[src/pkg/asrc_map.vh]
// timing constants and field widths for the asynchronous sram byte-lane controller
`ifndef ASRC_MAP_VH
`define ASRC_MAP_VH
// clock period in picoseconds (40 mhz)
`define ASRC_CLK_PS 25000
// times in nanoseconds, as printed
`define ASRC_OE_ACCESS_MAX_NS 10
`define ASRC_OE_FLOAT_MAX_NS 10
`define ASRC_SELECT_ACCESS_MAX_NS 25
`define ASRC_SELECT_FLOAT_MAX_NS 10
`define ASRC_WRITE_FLOAT_MAX_NS 10
`define ASRC_WRITE_REDRIVE_MIN_NS 5
`define ASRC_STROBE_TO_DESELECT_MIN_NS 20
`define ASRC_SELECT_TO_STROBE_END_MIN_NS 20
`define ASRC_SELECT_PULSE_MIN_NS 20
`define ASRC_ADDR_TO_WRITE_END_MIN_NS 20
`define ASRC_CYCLE_TIME_MIN_NS 25
`define ASRC_DESELECT_TO_RETENTION_NS 0
// least times round up, at least one cycle
`define ASRC_CYC_UP(ns) ((((ns) * 1000 + `ASRC_CLK_PS - 1) / `ASRC_CLK_PS) < 1 ? 1 : \
  (((ns) * 1000 + `ASRC_CLK_PS - 1) / `ASRC_CLK_PS))
`define ASRC_ADDR_W 19
`define ASRC_DATA_W 8
`define ASRC_CNT_W 4
`endif

[src/rtl/asrc_timer.v]
// down-counter that marks the end of a phase with a one-cycle done pulse
`timescale 1ns/1ps
module asrc_timer #(
  parameter W = 4
) (
  input wire clk_in,
  input wire resetn_in,
  input wire load_in,
  input wire [W-1:0] count_in,
  output wire done_out,
  output wire busy_out
);
  reg [W-1:0] cnt_r;
  reg [W-1:0] cnt_nxt;
  always @*
  begin
    cnt_nxt = cnt_r;
    if (load_in)
      cnt_nxt = count_in;
    else if (cnt_r != {W{1'b0}})
      cnt_nxt = cnt_r - {{(W-1){1'b0}}, 1'b1};
  end
  always @(posedge clk_in)
  begin
    if (!resetn_in)
      cnt_r <= {W{1'b0}};
    else
      cnt_r <= cnt_nxt;
  end
  assign busy_out = (cnt_r != {W{1'b0}});
  // done follows the count alone, so a sequencer that reloads on done forms no loop
  assign done_out = (cnt_r == {{(W-1){1'b0}}, 1'b1});
endmodule

[src/rtl/asrc_ctrl.v]
// bus master for one byte lane of an asynchronous static memory
// Behaviour
// - after write strobe falls, wait at least 10 ns before driving write data.
// - release data pins as the write strobe rises, well within 5 ns.
// - write strobe held low at least 20 ns before select rises.
// - select held low at least 20 ns before the write strobe rises.
// - select pulse of a write lasts at least 20 ns.
// - address stable at least 20 ns before the write ends.
// - select stays high throughout retention; no delay needed before it.
// - read address changes no faster than the 25 ns cycle time.
`timescale 1ns/1ps
`include "asrc_map.vh"
module asrc_ctrl #(
  parameter AW = `ASRC_ADDR_W,
  parameter DW = `ASRC_DATA_W
) (
  input wire clk_in,
  input wire resetn_in,
  // user side
  input wire req_valid_in,
  input wire req_write_in,
  input wire [AW-1:0] req_addr_in,
  input wire [DW-1:0] req_wdata_in,
  output wire req_ready_out,
  output reg rsp_valid_out,
  output reg [DW-1:0] rsp_rdata_out,
  input wire retain_in,
  output wire retain_ok_out,
  // memory pins
  output reg select_n_out,
  output reg write_strobe_n_out,
  output reg out_drive_n_out,
  output reg [AW-1:0] addr_out,
  output reg [DW-1:0] dq_out,
  output reg dq_oe_n_out,
  input wire [DW-1:0] dq_in
);
  // ****************************************
  // cycle counts
  // ****************************************
  // rounding is done wide, then cut to the timer width on purpose
  localparam integer N_READ = `ASRC_CYC_UP(`ASRC_SELECT_ACCESS_MAX_NS);
  localparam integer N_FLOAT = `ASRC_CYC_UP(`ASRC_SELECT_FLOAT_MAX_NS);
  localparam integer N_WFLT = `ASRC_CYC_UP(`ASRC_WRITE_FLOAT_MAX_NS);
  localparam integer N_WPULSE = `ASRC_CYC_UP(`ASRC_STROBE_TO_DESELECT_MIN_NS);
  localparam integer N_CYCLE = `ASRC_CYC_UP(`ASRC_CYCLE_TIME_MIN_NS);
  localparam [3:0] C_READ = N_READ[3:0];
  localparam [3:0] C_FLOAT = N_FLOAT[3:0];
  localparam [3:0] C_WFLT = N_WFLT[3:0];
  localparam [3:0] C_WPULSE = N_WPULSE[3:0];
  localparam [3:0] C_CYCLE = N_CYCLE[3:0];

  localparam [2:0] S_IDLE = 3'd0;
  localparam [2:0] S_READ = 3'd1;
  localparam [2:0] S_WFLT = 3'd2;
  localparam [2:0] S_WDRV = 3'd3;
  localparam [2:0] S_REC = 3'd4;
  localparam [2:0] S_RET = 3'd5;

  reg [2:0] state_r;
  reg [2:0] state_nxt;
  reg load;
  reg [3:0] load_cnt;
  wire t_done;

  // ****************************************
  // helpers
  // ****************************************
  // cycles left of a budget after a phase already spent; never zero,
  // since a load of zero would leave the timer idle and the sequencer stuck
  function [3:0] gap_cycles;
    input [3:0] total;
    input [3:0] spent;
    begin
      gap_cycles = (total > spent) ? total - spent : 4'h1;
    end
  endfunction

  asrc_timer #(.W(`ASRC_CNT_W)) u_timer (
    .clk_in(clk_in),
    .resetn_in(resetn_in),
    .load_in(load),
    .count_in(load_cnt),
    .done_out(t_done),
    .busy_out()
  );

  // a pending retention request wins over a new access, so select never dips
  assign req_ready_out = (state_r == S_IDLE) && !retain_in;
  assign retain_ok_out = (state_r == S_RET);

  wire take = req_valid_in && req_ready_out;

  // ****************************************
  // sequencer
  // ****************************************
  always @*
  begin
    state_nxt = state_r;
    load = 1'b0;
    load_cnt = 4'h0;
    case (state_r)
      S_IDLE:
      begin
        if (retain_in)
          state_nxt = S_RET;
        else if (take && req_write_in)
        begin
          state_nxt = S_WFLT;
          load = 1'b1;
          load_cnt = C_WFLT;
        end
        else if (take)
        begin
          state_nxt = S_READ;
          load = 1'b1;
          load_cnt = C_READ;
        end
      end
      S_READ:
        if (t_done)
        begin
          state_nxt = S_REC;
          load = 1'b1;
          load_cnt = C_FLOAT;
        end
      S_WFLT:
        if (t_done)
        begin
          state_nxt = S_WDRV;
          load = 1'b1;
          load_cnt = gap_cycles(C_WPULSE, C_WFLT);
        end
      S_WDRV:
        if (t_done)
        begin
          state_nxt = S_REC;
          load = 1'b1;
          load_cnt = gap_cycles(C_CYCLE, C_WPULSE);
        end
      S_REC:
        if (t_done)
          state_nxt = S_IDLE;
      S_RET:
        if (!retain_in)
        begin
          state_nxt = S_REC;
          load = 1'b1;
          load_cnt = C_CYCLE; // recovery time equals one cycle time
        end
      default:
        state_nxt = S_IDLE;
    endcase
  end

  // ****************************************
  // registered pins
  // ****************************************
  always @(posedge clk_in)
  begin
    if (!resetn_in)
    begin
      state_r <= S_IDLE;
      select_n_out <= 1'b1;
      write_strobe_n_out <= 1'b1;
      out_drive_n_out <= 1'b1;
      addr_out <= {AW{1'b0}};
      dq_out <= {DW{1'b0}};
      dq_oe_n_out <= 1'b1;
      rsp_valid_out <= 1'b0;
      rsp_rdata_out <= {DW{1'b0}};
    end
    else
    begin
      state_r <= state_nxt;
      rsp_valid_out <= 1'b0;
      case (state_nxt)
        S_READ:
        begin
          select_n_out <= 1'b0;
          out_drive_n_out <= 1'b0;
          write_strobe_n_out <= 1'b1;
        end
        S_WFLT:
        begin
          select_n_out <= 1'b0;
          write_strobe_n_out <= 1'b0;
          out_drive_n_out <= 1'b1;
        end
        S_WDRV:
        begin
          dq_oe_n_out <= 1'b0;
        end
        default:
        begin
          select_n_out <= 1'b1;
          write_strobe_n_out <= 1'b1;
          out_drive_n_out <= 1'b1;
          dq_oe_n_out <= 1'b1;
        end
      endcase
      // address and data held for the whole access
      if (take)
      begin
        addr_out <= req_addr_in;
        dq_out <= req_wdata_in;
      end
      // sample at the end of the access window
      // the closing edge gives the memory the whole select time to answer
      if (state_r == S_READ && t_done)
      begin
        rsp_rdata_out <= dq_in;
        rsp_valid_out <= 1'b1;
      end
    end
  end
endmodule

[config.mk]
export PLATFORM = sky130hd
export DESIGN_NAME = asrc_ctrl
export DESIGN_NICKNAME = d
export VERILOG_FILES = /design/src/rtl/asrc_timer.v /design/src/rtl/asrc_ctrl.v
export VERILOG_INCLUDE_DIRS = /design/src /design/src/pkg
export SDC_FILE = /design/constraint.sdc
export NUM_CORES = 1
export LEC_CHECK = 0
export ABC_AREA = 1
export BUFFER_PORTS_ARGS = -buffer_cell sky130_fd_sc_hd__buf_2
export CAP_MARGIN = 20
export CORE_MARGIN = 2
export CORE_UTILIZATION = 48
export CTS_CLUSTER_SIZE = 25
export DETAILED_ROUTE_END_ITERATION = 10
export GPL_TIMING_DRIVEN = 0
export PLACE_DENSITY = 0.82
export SYNTH_ARGS = -nofsm -noshare
export SYNTH_HDL_FRONTEND = slang
export SYNTH_SLANG_ARGS = --single-unit
[constraint.sdc]
create_clock -name clk_in -period 1.8 [get_ports clk_in]
set_clock_uncertainty 0.05 [all_clocks]
set_input_delay 0.36 -clock clk_in [delete_from_list [all_inputs] [get_ports clk_in]]
set_output_delay 0.36 -clock clk_in [all_outputs]
set_load 0.03 [all_outputs]
==> results of run 1 <==
-- critical path, stage by stage (launching register included) --
cell and delay, ns:
dfxtp_1 0.30, inv_1 0.14, ha_2 0.26, inv_1 0.05, nor2_1 0.18, nand3_2 0.21, o21ai_0 0.26, nor2_1 0.06
-- Yosys cell counts --
| master | number | area share (%) |
|---|---|---|
| a21oi_1 | 10 | 2.4 |
| nand2_1 | 18 | 3.2 |
| o21ai_0 | 14 | 3.3 |
| clkbuf_1 | 3 | 0.54 |
| nor2_1 | 24 | 4.3 |
| dfxtp_1 | 47 | 45 |
| nor2_2 | 5 | 1.5 |
| nor2_4 | 4 | 2.1 |
| nor3_1 | 1 | 0.24 |
| a211oi_2 | 2 | 1.2 |
| nand2_4 | 2 | 1.1 |
| buf_6 | 6 | 3.2 |
| nand3_4 | 1 | 0.83 |
| clkbuf_4 | 1 | 0.36 |
| nand3_2 | 6 | 2.9 |
| nand3_1 | 5 | 1.2 |
| o21ai_1 | 21 | 5.0 |
| nand4_1 | 2 | 0.59 |
| a21oi_2 | 20 | 8.3 |
| o21ai_2 | 5 | 2.1 |
| nand2_2 | 5 | 1.5 |
| inv_1 | 37 | 6.6 |
| ha_1 | 3 | 1.8 |
| inv_2 | 6 | 1.1 |
-- power by group through the flow --
stage / registers, mW / clock network, mW / logic, mW
6_report: 1.37 / 0.626 / 1.64
5_1_grt: 1.40 / 0.684 / 1.79
4_1_cts: 1.37 / 0.647 / 1.65
3_5_place_dp: 1.39 / 0 / 1.65
3_3_place_gp: 1.39 / 0 / 1.61
2_1_floorplan: 1.68 / 0 / 0.988
-- logic make-up (layout without fill, tap and decap cells) --
group	count (synthesis)	in the layout	share of synthesized area, %
AND/OR/NAND/NOR	73	73	19.39
AO/OA/AOI/OAI	72	72	22.31
buffers and inverters	53	141	11.78
flip-flops	47	47	44.74
adder cells (fa/ha/maj)	3	3	1.785
-- metrics by stage --
stage,setup slack (ns),hold WS (ns),cells
2_1_floorplan,0.2208,0.4062,248
3_3_place_gp,0.2483,0.3779,381
3_5_place_dp,0.2117,0.3833,381
4_1_cts,0.1799,0.2692,388
5_1_grt,0.01659,0.2779,388
6_report,0.1688,0.2762,388
-- path summary, 6_finish.rpt --
path / start / endpoint / slack [ns] / cells past startpoint
hold reg to reg: addr_out[17] / addr_out[17] / 0.39 / 2
hold / removal: dq_in[2] / rsp_rdata_out[2] / 0.28 / 3
setup / recovery: u_timer.cnt_r[1] / rsp_rdata_out[3] / 0.17 / 7
setup reg to reg: u_timer.cnt_r[1] / rsp_rdata_out[3] / 0.17 / 7
-- cells in the final DEF, fill, tap and decap left out, drive strengths merged --
cell,instances
a211oi,2
a21oi,30
buf,87
clkbuf,10
clkinv,1
dfxtp,47
ha,3
inv,43
nand2,25
nand3,12
nand4,2
nor2,33
nor3,1
o21ai,40
-- final cells by class --
type,count,area [um^2],share of cell area [%]
sequential,47,940.9,35.32
clock buffer,6,82.58,3.100
tap,52,65.06,2.442
multi-input combinational,148,917.1,34.43
clock inverter,1,5.005,0.1879
inverter,43,161.4,6.059
buffer,10,86.33,3.241
timing repair buffer,81,405.4,15.22
-- registers in the layout (all words and copies together), names as in the netlist --
name,cells
addr_out,19
dq_out,8
rsp_rdata_out,8
u_timer.cnt_r,4
state_r,3
dq_oe_n_out,1
out_drive_n_out,1
rsp_valid_out,1
select_n_out,1
write_strobe_n_out,1
-- metal layers --
metal / up-vias / routed length [um] / track usage, %
li1: 962 / - / -
met1: 813 / 1930 / 22.05
met2: 68 / 1942 / 27.09
met3: 2 / 365 / 6.349
met4: 0 / 21 / 3.205
met5: - / 0 / 0
-- repair_timing --
action / 4_1_cts / 5_1_grt
resized for setup: 0 / 1
setup buffers: 0 / 0
hold buffers: 0 / 0
setup endpoints to repair: 0 / 7
==> reports/qor.txt, run 1 <==
CP required: 1.93 ns
max-slew violation count: 0
Int Pwr: 2.100 mW
number of vias per cell: 4.755
fin nets: 379
sequential area share after synthesis: 44.74%
final setup fails: 0
Post-Place Cell Area: 2574 um^2
Net Switching: 1.543 mW
clk_lat worst skew: 0.28 ns
CTS buffer count: 5
Die H: 70.20 um
CP endpoint kind: register
Area Growth Syn to Fin: 26.65%
FMAX: 613.1 MHz
Syn. warnings: 0
Critical Path Fanout Max: 10
Tmin final: 1.631 ns
Power, Total: 3.642 mW
total congestion overflow: 0
Yosys reg bits: 47
Die Area: 4927 um^2
H-Tree Depth: 2
root cell of the clock tree: clkbuf_8
Worst Hold Class: primary input to register
antenna-violating nets left: 0
RSZ-0062 raised after global routing: no
number of antenna violations at the first check in global routing: 0
routed len/inst: 10.98 um
largest net degree at the start of global routing: 14
critical path arrival: 1.76 ns
layout cells sized above 1: 45.24%
Max rail drop VDD: 718.3 uV
final hold vios: 0
Detailed Route WL: 4261 um
crit path kind: register to register
Port-buffer cells: 81
I/O pin count: 82
global-route wire length before repair: 6879 um
power density over the cells: 1367 nW/um^2
area of the mapped netlist: 2103 um^2
Util after Layout: 62.03%
Synth Area per Inst: 8.481 um^2
initial core utilization: 48.98%
clock sink count: 47
status: finished, final reports clean
Slew @ Worst Pin: 0.4403 ns
routability cong.: 0.7927
DR pass1 iterations: 4
Max-Cap Viols: 0
Mapped Nets: 291
distinct cell type count after synthesis: 24
Fillers: 378
vias in the first global route: 1564
switch share: 42.35%
clock transition at the registers of the reported paths: 0.08 ns
Vias: 1845
Diodes inserted: 0
startpoint types: register
clock share of power: 17.2%
final worst-path cycle share: 90.62%
drc violations: 0
Cell Rows: 24
DRT iter0 DRCs: 58
core area: 4294 um^2
placed wire-length estimate: 3271 um
Leakage: 1.237 nW
share of power burned in combinational logic: 45.1%
Post-Synthesis Cells: 248
all-layer global routing usage: 16.92%
deepest clock path buffer count: 2
CTS tree: yes
Flop pwr share: 37.7%
TNS Setup: 0 ns
Die W: 70.20 um
Layout Cell Area excl Fill: 2664 um^2
Slew headroom: 70.65%
No activity file was read; power rests on OpenSTA's default activity.
==> run 2, diff against run 1 <==
- CORE_MARGIN: 2 -> not set
==> reports/qor.txt, run 2 (same netlist as run 1, synthesis figures left out) <==
status: finished, final reports clean
global-route wire length before repair: 6437 um (-6.4%)
CP endpoint kind: register
r2r worst-path depth: 8 (+1)
hold path cells: 3 (unchanged)
critical path arrival: 1.79 ns (+0.03 ns)
register area: 940.9 um^2 (unchanged)
Slew headroom: 72.12% (+1.5 points)
Place WS: 0.1947 ns (-0.01705 ns)
Worst path slowest cell: dfxtp_1
H-Tree Depth: 2 (unchanged)
number of antenna violations at the first check in global routing: 0 (unchanged)
CP delay by family, top: simple AND/OR/NAND/NOR gates
layout cells sized above 1: 44.81% (-0.43 points)
DRT iter0 DRCs: 102 (+76%)
share of power burned in combinational logic: 44.3% (-0.8 points)
grt met3 use: 4.167% (-2.2 points)
worst hold path endpoint: addr_out[6]
Max rail drop VDD: 778.3 uV (+8.4%)
FMAX: 620.3 MHz (+1.2%)
startpoint types: register
commonest non-fill, non-tap cell in the layout: buf_2
Cell Rows: 23 (-4.2%)
clock share of power: 18.4% (+1.2 points)
final setup fails: 0 (unchanged)
Flop pwr share: 37.3% (-0.4 points)
Detailed Route WL: 4193 um (-1.6%)
number of vias per cell: 4.680 (-1.6%)
I/O pin count: 82 (unchanged)
post-CTS setup buffer count: 0 (unchanged)
Resize count post-CTS: 0 (unchanged)
Int Pwr: 2.146 mW (+2.2%)
Post-Place Cell Area: 2571 um^2 (about the same)
RR Endpoint: rsp_rdata_out[2]
Util after Layout: 64.91% (+2.9 points)
initial core utilization: 51.11% (+2.1 points)
DR pass1 iterations: 5 (+1)
clock sink count: 47 (unchanged)
routability cong.: 0.8682 (+9.5%)
Layout Cell Area excl Fill: 2671 um^2 (+0.28%)
met2 Use GR: 31.00% (+3.9 points)
Die W: 68.20 um (-2.8%)
most flop-heavy register: addr_out
fin nets: 379 (unchanged)
Area Growth Syn to Fin: 27.01%
DP Cell Count: 379 (-0.52%)
Die Area: 4651 um^2 (-5.6%)
area of the multi-input gates: 914.6 um^2 (-0.27%)
all-layer global routing usage: 18.50% (+1.6 points)
Leakage: 1.242 nW (+0.48%)
CP cell instances: inv_1 -> ha_1 -> inv_1 -> nor2_1 -> nand3_2 -> inv_2 -> nor2_1 -> nor2_1
Slew @ Worst Pin: 0.4182 ns (-0.02210 ns)
Die H: 68.20 um (-2.8%)
placed wire-length estimate: 3228 um (-1.3%)
deepest clock path buffer count: 2 (unchanged)
final cell count without fillers: 387 (-0.26%)
CP required: 1.98 ns (+0.05 ns)
CTS buffer count: 5 (unchanged)
vias in the first global route: 1505 (-3.8%)
final setup margin: 0.1878 ns (+0.01896 ns)
hold_buf cts: 0 (unchanged)
Worst Hold Class: primary input to register
final hold vios: 0 (unchanged)
Port-buffer cells: 81 (unchanged)
Critical Path Fanout Max: 10 (unchanged)
max-slew violation count: 0 (unchanged)
most congested layer reported by global routing: met2
M1 GR Usage: 22.86% (+0.81 points)
most frequent cells in the layout: buf_2 (81), dfxtp_1 (47), inv_1 (37), nor2_1 (24), o21ai_1 (21)
clk_lat worst skew: 0.29 ns (about the same)
final worst-path cycle share: 89.57% (-1.1 points)
max reg flops: 19 (unchanged)
root cell of the clock tree: clkbuf_8
power density over the cells: 1375 nW/um^2 (+0.60%)
WP buf/inv: 3 (+1)
Tmin final: 1.612 ns (-0.01896 ns)
biggest regs: addr_out: 19 flops, dq_out: 8 flops, rsp_rdata_out: 8 flops
switch share: 41.58% (-0.77 points)
antenna-violating nets left: 0 (unchanged)
CTS tree: yes
crit path kind: register to register
HP Start: req_addr_in[6]
core area: 4115 um^2 (-4.2%)
RSZ-0062 raised after global routing: no
Diodes inserted: 0 (unchanged)
clock transition at the registers of the reported paths: 0.08 ns (about the same)
Vias: 1811 (-1.8%)
Net Switching: 1.528 mW (-0.96%)
drc violations: 0 (unchanged)
Fillers: 342 (-9.5%)
total congestion overflow: 0 (unchanged)
Worst path max stage delay: 0.30 ns (about the same)
largest net degree at the start of global routing: 14 (unchanged)
TNS Setup: 0 ns (unchanged)
Levels on crit path: 8 (+1)
Max-Cap Viols: 0 (unchanged)
most used cell, CP: nor2_1
routed len/inst: 10.83 um (-1.3%)
Worst R2R Setup Slack: 0.19 ns (+0.02 ns)
reg2reg start: u_timer.cnt_r[1]
-- run 2: layout make-up --
type / count / share of cell area (%)
Buffer: 10 / 3.232
Clock buffer: 8 / 3.747
Inverter: 43 / 6.042
Multi-Input combinational cell: 148 / 34.24
Sequential cell: 47 / 35.22
Tap cell: 50 / 2.342
Timing Repair Buffer: 81 / 15.18
-- run 2: how the worst max path moves through the flow --
stage                                   to        startpoint
after floorplan              req_ready_out        state_r[0]
after CTS                 rsp_rdata_out[2]  u_timer.cnt_r[1]
final                     rsp_rdata_out[2]  u_timer.cnt_r[1]
after detailed placement  rsp_rdata_out[2]  u_timer.cnt_r[1]
after global routing      rsp_rdata_out[7]  u_timer.cnt_r[1]
after global placement    rsp_rdata_out[0]  u_timer.cnt_r[1]
-- run 2: stage by stage --
step | total power [mW] | hold slack, ns
6_report | 3.674 | 0.2682
5_1_grt | 3.938 | 0.2761
4_1_cts | 3.710 | 0.2658
3_5_place_dp | 3.036 | 0.3815
3_3_place_gp | 3.000 | 0.3771
2_1_floorplan | 2.669 | 0.4062
-- run 2: worst reg2reg max path, cell delays in order (launching register included) --
cell	delay, ns
dfxtp_1	0.30
inv_1	0.13
ha_1	0.29
inv_1	0.06
nor2_1	0.17
nand3_2	0.20
inv_2	0.19
nor2_1	0.05
nor2_1	0.10
-- run 2: power groups by stage --
stage / registers, mW / clock network (mW) / logic, mW
finish: 1.37 / 0.675 / 1.63
global route: 1.40 / 0.730 / 1.81
CTS: 1.37 / 0.693 / 1.64
detailed placement: 1.39 / 0 / 1.64
global placement: 1.39 / 0 / 1.61
floorplan: 1.68 / 0 / 0.988
-- run 2: per-layer routing --
metal / wire length (um) / share of wire, %
met4: 36 / 0.86
met2: 2006 / 48
met5: 0 / 0
met1: 1939 / 46
met3: 211 / 5.0
==> run 3, diff against run 2 <==
- CELL_PAD_IN_SITES_DETAIL_PLACEMENT: not set -> 2
- CELL_PAD_IN_SITES_GLOBAL_PLACEMENT: not set -> 2
- CORE_UTILIZATION: 48 -> 27
- PLACE_DENSITY: 0.82 -> not set
- PLACE_DENSITY_LB_ADDON: not set -> 0.1
==> reports/qor.txt, run 3 (same netlist as run 1, synthesis figures left out) <==
deepest clock path buffer count: 2 (unchanged)
Levels on crit path: 4 (-4)
initial core utilization: 28.39% (-23 points)
vias in the first global route: 2013 (+34%)
post-CTS setup buffer count: 0 (unchanged)
DR pass1 iterations: 3 (-2)
number of vias per cell: 4.359 (-6.9%)
max reg flops: 19 (unchanged)
Slew headroom: 70.17% (-1.9 points)
startpoint types: register
Die W: 90.26 um (+32%)
Fillers: 857 (+150%)
largest net degree at the start of global routing: 14 (unchanged)
Worst Hold Class: primary input to register
I/O pin count: 82 (unchanged)
Power, Total: 3.708 mW (+0.91%)
clock transition at the registers of the reported paths: 0.09 ns (about the same)
TNS Setup: 0 ns (unchanged)
Vias: 1896 (+4.7%)
area of the multi-input gates: 924.6 um^2 (+1.1%)
CP delay by family, top: flip-flops
layout cells sized above 1: 45.24% (+0.43 points)
CP endpoint kind: primary output
CP cell instances: inv_2 -> nand2_2 -> nor3_1 -> buf_2
most frequent cells in the layout: buf_2 (81), dfxtp_1 (47), inv_1 (37), nor2_1 (23), o21ai_1 (21)
Port-buffer cells: 81 (unchanged)
crit path kind: register to primary output
Worst path max stage delay: 0.37 ns (+0.07 ns)
final setup fails: 0 (unchanged)
Critical Path Fanout Max: 4 (-6)
Detailed Route WL: 5486 um (+31%)
DRT iter0 DRCs: 34 (-67%)
fin nets: 379 (unchanged)
final setup margin: 0.1734 ns (-0.01434 ns)
biggest regs: addr_out: 19 flops, dq_out: 8 flops, rsp_rdata_out: 8 flops
all-layer global routing usage: 14.14% (-4.4 points)
Worst path slowest cell: dfxtp_1
Leakage: 1.238 nW (-0.35%)
commonest non-fill, non-tap cell in the layout: buf_2
routed len/inst: 12.61 um (+16%)
Diodes inserted: 0 (unchanged)
CP required: 1.39 ns (-0.59 ns)
clk_lat worst skew: 0.29 ns (about the same)
reg2reg start: u_timer.cnt_r[1]
Die H: 90.26 um (+32%)
placed wire-length estimate: 4254 um (+32%)
H-Tree Depth: 2 (unchanged)
Place WS: 0.08928 ns (-0.1054 ns)
Area Growth Syn to Fin: 29.80%
core area: 7408 um^2 (+80%)
antenna-violating nets left: 0 (unchanged)
power density over the cells: 1358 nW/um^2 (-1.3%)
Worst Setup EP: req_ready_out
CTS buffer count: 5 (unchanged)
Tmin final: 1.627 ns (+0.01434 ns)
Slew @ Worst Pin: 0.4474 ns (+0.02920 ns)
clock sink count: 47 (unchanged)
CTS tree: yes
final worst-path cycle share: 90.36% (+0.80 points)
max-slew violation count: 0 (unchanged)
RSZ-0062 raised after global routing: no
drc violations: 0 (unchanged)
global-route wire length before repair: 9384 um (+46%)
Util after Layout: 36.85% (-28 points)
Die Area: 8147 um^2 (+75%)
total congestion overflow: 0 (unchanged)
r2r worst-path depth: 8 (unchanged)
root cell of the clock tree: clkbuf_8
hold_buf cts: 0 (unchanged)
Max-Cap Viols: 0 (unchanged)
CP startpoint: state_r[0]
RR Endpoint: rsp_rdata_out[6]
number of antenna violations at the first check in global routing: 0 (unchanged)
Worst R2R Setup Slack: 0.20 ns (about the same)
final hold vios: 0 (unchanged)
WP buf/inv: 2 (-1)
routability cong.: 0.7046 (-19%)
Cell Rows: 31 (+35%)
Resize count post-CTS: 0 (unchanged)
status: finished, final reports clean
critical path arrival: 1.22 ns (-0.57 ns)
register area: 940.9 um^2 (unchanged)
FMAX: 614.8 MHz (-0.88%)
most flop-heavy register: addr_out
Max rail drop VDD: 441.8 uV (-43%)
run 3: metrics by stage:
stage,hold slack [ns],cells,instance area (um^2)
after detailed placement,0.3870,428,2633
after global placement,0.3786,428,2633
after global routing,0.2751,435,2730
after floorplan,0.4062,248,2103
after CTS,0.2672,435,2720
final,0.2727,435,2730
run 3: routing by layer:
metal	vias up	wire (um)	GRT usage (%)
met3	2	270	3.451
li1	964	-	-
met5	-	0	0
met2	49	2653	25.06
met1	881	2533	17.21
met4	0	29	3.226
run 3: power by group:
| part | leakage [nW] | internal (mW) | switching (mW) |
|---|---|---|---|
| Clock | 0.0470 | 0.302 | 0.339 |
| Sequential | 0.385 | 1.25 | 0.125 |
| Combinational | 0.806 | 0.551 | 1.14 |
run 3: how the worst min path moves through the flow:
stage                     start  cells past startpoint          endpoint
3_5_place_dp          dq_out[4]                      2         dq_out[4]
4_1_cts                dq_in[3]                      3  rsp_rdata_out[3]
5_1_grt                dq_in[4]                      3  rsp_rdata_out[4]
6_report               dq_in[3]                      3  rsp_rdata_out[3]
2_1_floorplan  u_timer.cnt_r[0]                      2  u_timer.cnt_r[0]
3_3_place_gp          dq_out[0]                      2         dq_out[0]
run 3: worst min-delay path, delay by kind of cell:
family / cells / cell delay [ns]
AO/OA/AOI/OAI: 1 / 0.07
AND/OR/NAND/NOR: 1 / 0.07
buffers and inverters: 1 / 0.08
run 3: cell type report:
type                    count  area share [%]
plain buffers              10           3.162
clock inverters             1          0.1833
clock buffers               6           3.025
flip-flops and latches     47           34.46
inverters                  43           5.912
well taps                  99           4.537
multi-input cells         148           33.87
repair buffers             81           14.85
